[config.mk]
export PLATFORM = sky130hd
export DESIGN_NAME = gpx_port
export DESIGN_NICKNAME = d
export VERILOG_FILES = /design/src/gpx_pkg.sv /design/src/gpx_port.sv
export VERILOG_INCLUDE_DIRS = /design/src /design/src/src
export SDC_FILE = /design/constraint.sdc
export NUM_CORES = 1
export LEC_CHECK = 0
export CORE_AREA = 2 2 169 171
export DETAILED_ROUTE_END_ITERATION = 16
export DIE_AREA = 0 0 171 173
export DONT_BUFFER_PORTS = 1
export GPL_ROUTABILITY_DRIVEN = 0
export GPL_TIMING_DRIVEN = 0
export PLACE_DENSITY_LB_ADDON = 0.3
export SYNTH_ARGS = -nofsm -noshare
export SYNTH_HDL_FRONTEND = slang
export SYNTH_SLANG_ARGS = --single-unit
[constraint.sdc]
create_clock -name clk_i -period 5.5 [get_ports clk_i]
set_input_delay 0.275 -clock clk_i [delete_from_list [all_inputs] [get_ports clk_i]]
set_output_delay 0.275 -clock clk_i [all_outputs]
set_load 0.03 [all_outputs]
[src/gpx_consts.svh]
/*
 * Constants of the sixteen-pin port: register offsets, field positions,
 * reset values, pin roles, priority groups and timing counts.
 * Assumes it is included by bare name before any module that uses it.
 */
`ifndef GPX_CONSTS_SVH
`define GPX_CONSTS_SVH

// Register byte offsets on the AHB-Lite slave
`define GPX_OFS_GENCTRL      8'h00
`define GPX_OFS_DIR          8'h04
`define GPX_OFS_OUT          8'h08
`define GPX_OFS_PIN          8'h0c
`define GPX_OFS_STATUS       8'h10

// Fields of general_control_reg
`define GPX_GC_EVT_BIT       0
`define GPX_GC_OSC_BIT       1
`define GPX_GC_SER_LSB       2
`define GPX_GC_SER_MSB       4
`define GPX_SERIAL_CONFIG_FIELD_SERIAL   3'h2

// Reset values
`define GPX_RST_GENCTRL      5'h00
`define GPX_RST_DIR          16'h0000
`define GPX_RST_OUT          16'h0000

// Pin roles
`define GPX_PIN_EVT          0
`define GPX_PIN_CRS          2
`define GPX_PIN_OSC          7
`define GPX_PIN_RXD          8
`define GPX_PIN_TXD          9
`define GPX_PIN_MODE         10
`define GPX_PIN_RSV          11
`define GPX_PIN_CTS          12
`define GPX_PIN_DSR          13
`define GPX_PIN_RTS          14
`define GPX_PIN_DTR          15

// Switching priority groups
`define GPX_GRP1_MASK        16'hf007
`define GPX_GRP2_MASK        16'h0f08
`define GPX_GRP3_MASK        16'h00f0

// Oscillator settling time
`define GPX_OSC_SETTLE_US    10000
`define GPX_CLK_KHZ          20000
`define GPX_OSC_SETTLE_CYC   ((`GPX_OSC_SETTLE_US * `GPX_CLK_KHZ) / 1000)
`define GPX_SETTLE_W         18
`define GPX_PEND_MAX         4'hf

`endif

[src/gpx_pkg.sv]
/*
 * Types of the sixteen-pin port: state enumerations and the packed
 * state record. Assumes gpx_consts.svh supplies the widths.
 */
`default_nettype none
`include "gpx_consts.svh"

package gpx_pkg;

	// Power sequence of the oscillator gate
	typedef enum logic [1:0] {
		PWR_RUN,
		PWR_SLEEP,
		PWR_WAKE
	} gpx_pwr_t;

	// AHB-Lite data phase progress
	typedef enum logic [1:0] {
		BUS_IDLE,
		BUS_WAIT,
		BUS_END
	} gpx_bus_t;

	// Whole state of the port
	typedef struct packed {
		logic [15:0]              sync1;
		logic [15:0]              sync2;
		logic [15:0]              sync3;
		logic [15:0]              filt;
		logic                     evt_en;
		logic                     osc_en;
		logic [2:0]               ser_cfg;
		logic [15:0]              dir_req;
		logic [15:0]              out_req;
		logic [15:0]              dir_app;
		logic [15:0]              out_app;
		logic [1:0]               stage;
		gpx_pwr_t                 pwr;
		logic                     clk_low;
		logic [`GPX_SETTLE_W-1:0] settle;
		logic [3:0]               pend;
		logic [15:0]              snap;
		gpx_bus_t                 bus_ph;
		logic [7:0]               bus_addr;
		logic                     bus_wr;
		logic [31:0]              rdata;
	} gpx_state_t;

endpackage

`default_nettype wire

[src/gpx_port.sv]
/*
 * Sixteen-pin general purpose port with special functions: event input
 * and wake trigger, carrier sense, oscillator gate and serial pins.
 * Assumes one 20 MHz clock, an AHB-Lite master as the only bus master,
 * a network engine that takes notification requests, and pins driven
 * through a pad whose output enable is active low.
 */
`default_nettype none
`include "gpx_consts.svh"

module gpx_port
	import gpx_pkg::*;
#(
	parameter int unsigned OSC_SETTLE_CYCLES = `GPX_OSC_SETTLE_CYC
) (
	// Clock and reset
	input  wire logic        clk_i,
	input  wire logic        reset_n_i,
	// AHB-Lite slave
	input  wire logic        hsel_i,
	input  wire logic [31:0] haddr_i,
	input  wire logic [1:0]  htrans_i,
	input  wire logic        hwrite_i,
	input  wire logic [2:0]  hsize_i,
	input  wire logic        hready_i,
	input  wire logic [31:0] hwdata_i,
	output logic      [31:0] hrdata_o,
	output logic             hreadyout_o,
	output logic             hresp_o,
	// Pins
	input  wire logic [15:0] gpio_in_i,
	output logic      [15:0] gpio_out_o,
	output logic      [15:0] gpio_oe_n_o,
	// Network engine: status notification
	output logic             notify_req_o,
	output logic      [15:0] notify_data_o,
	input  wire logic        notify_ack_i,
	// Network engine: carrier sense
	input  wire logic        half_duplex_i,
	output logic             crs_o,
	// Power manager
	input  wire logic        sleep_req_i,
	output logic             clk_sel_low_o,
	output logic             sleep_active_o,
	// Serial controller
	input  wire logic        serial_txd_i,
	input  wire logic        serial_rts_i,
	input  wire logic        serial_dtr_i,
	output logic             serial_active_o,
	output logic             serial_rxd_o,
	output logic             serial_mode_o,
	output logic             serial_rsv_o,
	output logic             serial_cts_o,
	output logic             serial_dsr_o
);

	// Settle reload, cut to the counter width on purpose
	localparam logic [`GPX_SETTLE_W-1:0] SETTLE_LOAD = `GPX_SETTLE_W'(OSC_SETTLE_CYCLES - 1);

	gpx_state_t s_q;
	gpx_state_t s_d;

	logic        fall0;
	logic        pend_inc;
	logic        pend_dec;
	logic [15:0] stage_mask;
	logic        ser_on;
	logic        osc_level;

	// Pins switched together in one staging step
	function automatic logic [15:0] grp_mask(input logic [1:0] stage);
		case (stage)
			2'h1:    grp_mask = `GPX_GRP1_MASK;
			2'h2:    grp_mask = `GPX_GRP2_MASK;
			2'h3:    grp_mask = `GPX_GRP3_MASK;
			default: grp_mask = 16'h0000;
		endcase
	endfunction

	// Next state of the whole port
	always_comb begin
		s_d        = s_q;
		fall0      = 1'b0;
		pend_inc   = 1'b0;
		pend_dec   = 1'b0;
		stage_mask = 16'h0000;

		s_d.sync1 = gpio_in_i;
		s_d.sync2 = s_q.sync1;
		s_d.sync3 = s_q.sync2;
		// Level accepted only once stages two and three agree
		for (int i = 0; i < 16; i++) begin
			if (s_q.sync2[i] == s_q.sync3[i]) begin
				s_d.filt[i] = s_q.sync3[i];
			end
		end
		// falling edge on the filtered level
		fall0 = s_q.filt[`GPX_PIN_EVT] & ~s_d.filt[`GPX_PIN_EVT];

		pend_inc = fall0 & s_q.evt_en;
		pend_dec = notify_ack_i & (s_q.pend != 4'h0);
		// one request per edge until 15 are pending; set and clear together leave the count unchanged
		if (pend_inc && !pend_dec) begin
			if (s_q.pend != `GPX_PEND_MAX) begin
				s_d.pend = s_q.pend + 4'h1;
			end
		end else if (pend_dec && !pend_inc) begin
			s_d.pend = s_q.pend - 4'h1;
		end
		// pin status captured with the event
		if (pend_inc) begin
			s_d.snap = s_d.filt;
		end

		// one priority group applied per cycle
		if (s_q.stage != 2'h0) begin
			stage_mask = grp_mask(s_q.stage);
			s_d.dir_app = (s_q.dir_app & ~stage_mask) | (s_q.dir_req & stage_mask);
			s_d.out_app = (s_q.out_app & ~stage_mask) | (s_q.out_req & stage_mask);
			s_d.stage = (s_q.stage == 2'h3) ? 2'h0 : s_q.stage + 2'h1;
		end

		// Oscillator gate and clock choice across sleep
		case (s_q.pwr)
			PWR_RUN: begin
				// low clock selected as sleep begins
				if (sleep_req_i) begin
					s_d.pwr     = PWR_SLEEP;
					s_d.clk_low = 1'b1;
				end
			end
			PWR_SLEEP: begin
				// pin 0 edge is the wake trigger
				if (fall0) begin
					s_d.pwr    = PWR_WAKE;
					s_d.settle = SETTLE_LOAD;
				end
			end
			PWR_WAKE: begin
				if (s_q.settle == '0) begin
					s_d.pwr     = PWR_RUN;
					s_d.clk_low = 1'b0;
				end else begin
					s_d.settle = s_q.settle - `GPX_SETTLE_W'(1);
				end
			end
			default: begin
				s_d.pwr     = PWR_RUN;
				s_d.clk_low = 1'b0;
			end
		endcase

		// Bus slave: one wait cycle, then the answer
		case (s_q.bus_ph)
			BUS_IDLE, BUS_END: begin
				if (hsel_i && hready_i && htrans_i[1]) begin
					s_d.bus_ph   = BUS_WAIT;
					s_d.bus_addr = haddr_i[7:0];
					s_d.bus_wr   = hwrite_i;
				end else begin
					s_d.bus_ph = BUS_IDLE;
				end
			end
			BUS_WAIT: begin
				s_d.bus_ph = BUS_END;
				if (s_q.bus_wr) begin
					case ({s_q.bus_addr[7:2], 2'b00})
						`GPX_OFS_GENCTRL: begin
							s_d.evt_en  = hwdata_i[`GPX_GC_EVT_BIT];
							s_d.osc_en  = hwdata_i[`GPX_GC_OSC_BIT];
							s_d.ser_cfg = hwdata_i[`GPX_GC_SER_MSB:`GPX_GC_SER_LSB];
						end
						`GPX_OFS_DIR: begin
							s_d.dir_req = hwdata_i[15:0];
							s_d.stage   = 2'h1;
						end
						`GPX_OFS_OUT: begin
							s_d.out_req = hwdata_i[15:0];
							s_d.stage   = 2'h1;
						end
						default: begin
							// Read-only and unmapped writes ignored
						end
					endcase
				end else begin
					case ({s_q.bus_addr[7:2], 2'b00})
						`GPX_OFS_GENCTRL: s_d.rdata = {27'h0, s_q.ser_cfg, s_q.osc_en, s_q.evt_en};
						`GPX_OFS_DIR:     s_d.rdata = {16'h0, s_q.dir_req};
						`GPX_OFS_OUT:     s_d.rdata = {16'h0, s_q.out_req};
						`GPX_OFS_PIN:     s_d.rdata = {16'h0, s_q.filt};
						`GPX_OFS_STATUS:  s_d.rdata = {24'h0, s_q.pend, 1'b0, s_q.clk_low,
							(s_q.pwr == PWR_WAKE), (s_q.pwr == PWR_SLEEP)};
						default:          s_d.rdata = 32'h0;
					endcase
				end
			end
			default: s_d.bus_ph = BUS_IDLE;
		endcase
	end

	// State register
	always_ff @(posedge clk_i or negedge reset_n_i) begin
		if (!reset_n_i) begin
			s_q.sync1    <= 16'h0000;
			s_q.sync2    <= 16'h0000;
			s_q.sync3    <= 16'h0000;
			s_q.filt     <= 16'h0000;
			{s_q.ser_cfg, s_q.osc_en, s_q.evt_en} <= `GPX_RST_GENCTRL;
			s_q.dir_req  <= `GPX_RST_DIR;
			s_q.out_req  <= `GPX_RST_OUT;
			s_q.dir_app  <= `GPX_RST_DIR;
			s_q.out_app  <= `GPX_RST_OUT;
			s_q.stage    <= 2'h0;
			s_q.pwr      <= PWR_RUN;
			s_q.clk_low  <= 1'b0;
			s_q.settle   <= '0;
			s_q.pend     <= 4'h0;
			s_q.snap     <= 16'h0000;
			s_q.bus_ph   <= BUS_IDLE;
			s_q.bus_addr <= 8'h00;
			s_q.bus_wr   <= 1'b0;
			s_q.rdata    <= 32'h00000000;
		end else begin
			s_q <= s_d;
		end
	end

	// Bus answers: always OKAY, ready low only in the wait cycle
	assign hrdata_o    = s_q.rdata;
	assign hreadyout_o = (s_q.bus_ph != BUS_WAIT);
	assign hresp_o     = 1'b0;

	// Notification handshake, held until acknowledged
	assign notify_req_o  = (s_q.pend != 4'h0);
	assign notify_data_o = s_q.snap;

	// serial use of the upper byte
	assign ser_on = (s_q.ser_cfg == `GPX_SERIAL_CONFIG_FIELD_SERIAL);
	// gate high unless the part sleeps
	assign osc_level = (s_q.pwr != PWR_SLEEP);

	// Pin multiplexer; special functions take precedence
	always_comb begin
		// each pin from its own bits
		gpio_out_o  = s_q.out_app;
		gpio_oe_n_o = ~s_q.dir_app;
		if (s_q.evt_en) begin
			gpio_out_o[`GPX_PIN_EVT]  = 1'b0;
			gpio_oe_n_o[`GPX_PIN_EVT] = 1'b1;
		end
		// carrier sense pin held as input
		if (half_duplex_i) begin
			gpio_out_o[`GPX_PIN_CRS]  = 1'b0;
			gpio_oe_n_o[`GPX_PIN_CRS] = 1'b1;
		end
		// gate driven from the power sequence
		if (s_q.osc_en) begin
			gpio_out_o[`GPX_PIN_OSC]  = osc_level;
			gpio_oe_n_o[`GPX_PIN_OSC] = 1'b0;
		end
		if (ser_on) begin
			gpio_out_o[15:8]  = 8'h00;
			gpio_oe_n_o[15:8] = 8'hff;
			gpio_out_o[`GPX_PIN_TXD]  = serial_txd_i;
			gpio_oe_n_o[`GPX_PIN_TXD] = 1'b0;
			gpio_out_o[`GPX_PIN_RTS]  = serial_rts_i;
			gpio_oe_n_o[`GPX_PIN_RTS] = 1'b0;
			gpio_out_o[`GPX_PIN_DTR]  = serial_dtr_i;
			gpio_oe_n_o[`GPX_PIN_DTR] = 1'b0;
		end
	end

	// carrier sense only in half duplex
	assign crs_o = half_duplex_i & s_q.filt[`GPX_PIN_CRS];

	// Power status for the rest of the device
	assign clk_sel_low_o  = s_q.clk_low;
	assign sleep_active_o = (s_q.pwr != PWR_RUN);

	// Serial inputs idle at mark level when not selected
	assign serial_active_o = ser_on;
	assign serial_rxd_o    = ser_on ? s_q.filt[`GPX_PIN_RXD]  : 1'b1;
	assign serial_mode_o   = ser_on ? s_q.filt[`GPX_PIN_MODE] : 1'b1;
	assign serial_rsv_o    = ser_on ? s_q.filt[`GPX_PIN_RSV]  : 1'b1;
	assign serial_cts_o    = ser_on ? s_q.filt[`GPX_PIN_CTS]  : 1'b1;
	assign serial_dsr_o    = ser_on ? s_q.filt[`GPX_PIN_DSR]  : 1'b1;

endmodule

`default_nettype wire

==> metrics.csv <==
metric;value;unit
synth_area_leader_cell;dfrtp_1;
fin_setup_tns;0;ns
synth_top_flop_cell;dfrtp_1;
finalHoldWorstSlack;0.02890;ns
fp.dieArea;0.02958;sq mm
antenna_violating_nets_post_route;0;
post-cts-setup-buffer-count;0;
period_share;50.22;%
io-pin-count;188;
die_height;173;um
synth-seq-cells;201;
core.rowCount;61;
drt_iter0_markers;260;
worst_hold_path.num_cells;2;
core_ar;0.02763;sq mm
remaining_drc_errors;0;
die-width;171;um
clock_tree.htree_level_count;1;
netlist_instances;663;
timing.critical_path.required;5.22;ns
layout.cells.non_filler;1141;
holdBufCountCts;42;
critical_path_start_type;flip-flop;
synth.lib_cells_used.distinct;61;
fmaxAchievable;0.3621;GHz
number_of_iterations_in_the_first_detailed_routing_pass;5;
dr_total_vias;5132;
fin_skew;0.006435;ns
tritoncts;yes;
globalRouteTotalUtil;13.72;%
reg2regPathDepth;9;
powerDensity;454.3;mW/mm^2
post-synth-top-count-cell;dfrtp_1;
antenna_found_initial;2;
worst-slew-pin-transition;1.005;ns
setup_viol_count_final;0;
multi_input_comb_area;0.002942;sq mm
synthesis.area;0.008506;sq mm
synth-seq-area-share;59.14;%
synth_warnings;0;
cpPeakStageDelay;0.74;ns
worst_ir_drop_vdd;0.2066;mV
grt_start_max_net_pins;202;
timing_worst_setup_path_type;reg -> out;
cp_slowest_cell;clkbuf_1;
dp_hpwl;13510;um
grt_pass1_vias;5312;
path_depth;5;
cts_root_buffer;clkbuf_16;
rsz0062_at_grt;no;
finalCriticalPeriod;2.762;ns
async_reset_ff_share;100.0;%
path_cells;nor2_1 > nand2_1 > inv_1 > clkbuf_1 > nand2b_1;
status;finished clean;
avgViaCountPerCell;4.498;
max_cap_viol_count;0;
layout-drive-gt1-share;26.81;%
slew_violations;0;
cp_top_family;buffers and inverters;
slew-limit-headroom;33.00;%
placedCellCount;1057;
clkSlewWorstSetupHoldPaths;0.06;ns
critical_path_peak_fanout;10;
yosys.area.top_type_share;59.14;%
areaGrowthSynthToFinish;20.56;%
ff_latch_area;0.005030;sq mm
clkLatencyLatePin;0.50;ns
floorplan.initialDensity;30.79;%
cts_made_buffers;23;
synth_area_per_cell;12.83;sq um
first_pass_grt_wire_length;31510;um
io_buffer_count;0;
class_of_the_tightest_hold_or_removal_check;in -> reg;
n_fill_cell;2747;
cts_sinks;201;
synthTopCellsByArea;dfrtp_1 59%, mux2_2 11%, buf_4 4.9%, nand2_1 2.7%, maj3_1 1.9%;
hold_viol;0;
cts_resized;0;
worstPathArrival;2.49;ns
worst_path_buffer_plus_inverter_count;2;
totalWireLength;19900;um
synth-edff-count;0;
wl_per_cell;17.44;um
ctsLongestPathBuffers;3;
globalRoute.totalOverflow;0;
crit_path_end_kind;primary output;
ys_top_cells_by_count;201 x dfrtp_1, 84 x mux2_2, 62 x nand2_1;
p_leak;4.651;nW
finalNetCount;850;
[cell type report]
cell class	instances	share of cell area (%)
clock buffer	33	6.467
sequential	201	49.05
antenna	2	0.04880
timing repair buffer	42	4.270
clock inverter	7	1.074
inverter	16	0.5857
tap	378	4.612
buffer	76	5.210
multi-input combinational	386	28.68
[kinds of logic (layout without fill, tap and decap cells)]
kind of cell,count (synthesis),after routing,share of synthesized area [%]
xor gates and xnor gates,2,2,0.2060
adders and majority gates,24,24,3.148
DFF,201,201,59.13
AOI/OAI and AO/OA,68,68,5.487
other,1,19,0.04409
and+or+nand+nor,165,165,10.14
muxes,110,110,14.86
buffers and inverters,92,174,6.987
[report_power, final]
group          switching, W  leakage (nW)  total (W)  internal, W
combinational      0.000715          1.82    0.00115     0.000436
sequential         0.000203          2.45    0.00194      0.00173
clock              0.000598         0.383    0.00157     0.000972
[final timing paths]
path | slack [ns] | endpoint | from
worst max-delay path | 2.74 | serial_rxd_o | s_q[150]
worst min-delay path | 0.03 | clk_sel_low_o | sleep_req_i
worst max register to register | 2.94 | s_q[62] | s_d[171]
worst min register to register | 0.35 | s_d[182] | s_d[198]
max in group asynchronous | 4.24 | hrdata_o[7] | reset_n_i
min in group asynchronous | 0.53 | s_d[185] | reset_n_i
[layout by cell type, fill, tap and decap left out, types with 7 or more instances in the layout]
| master | Yosys | final |
|---|---|---|
| mux2_4 | 9 | 9 |
| mux2_2 | 84 | 84 |
| mux2i_1 | 16 | 16 |
| dlygate4sd3_1 | 0 | 41 |
| inv_1 | 15 | 15 |
| nor2_1 | 28 | 28 |
| clkbuf_16 | 0 | 23 |
| maj3_1 | 16 | 16 |
| nand2b_1 | 10 | 10 |
| ha_1 | 7 | 7 |
| dfrtp_1 | 201 | 201 |
| a21oi_1 | 11 | 11 |
| conb_1 | 1 | 17 |
| nand2_1 | 62 | 62 |
| o21ai_0 | 22 | 22 |
| clkbuf_1 | 12 | 17 |
| and2_1 | 9 | 9 |
| nor4_1 | 7 | 7 |
| a22oi_1 | 8 | 8 |
| buf_4 | 55 | 55 |
[metrics by stage]
step,setup WS (ns),total power (W),util (%),cell area [sq um]
4_1_cts,2.646,0.004729,37.10,10250
6_report,2.738,0.004658,37.12,10250
5_1_grt,2.586,0.004911,37.12,10250
3_3_place_gp,2.962,0.003057,32.71,9039
2_1_floorplan,3.350,0.002841,-,8566
3_5_place_dp,2.923,0.003077,32.71,9039
[layer usage]
layer,track usage [%],wire [um],up-vias
met1,19.35,9328,2567
met2,21.12,9023,113
met3,3.456,1172,28
met4,3.390,378,0
li1,-,-,2424
met5,0,0,-
No activity file was read; power rests on OpenSTA's default activity.
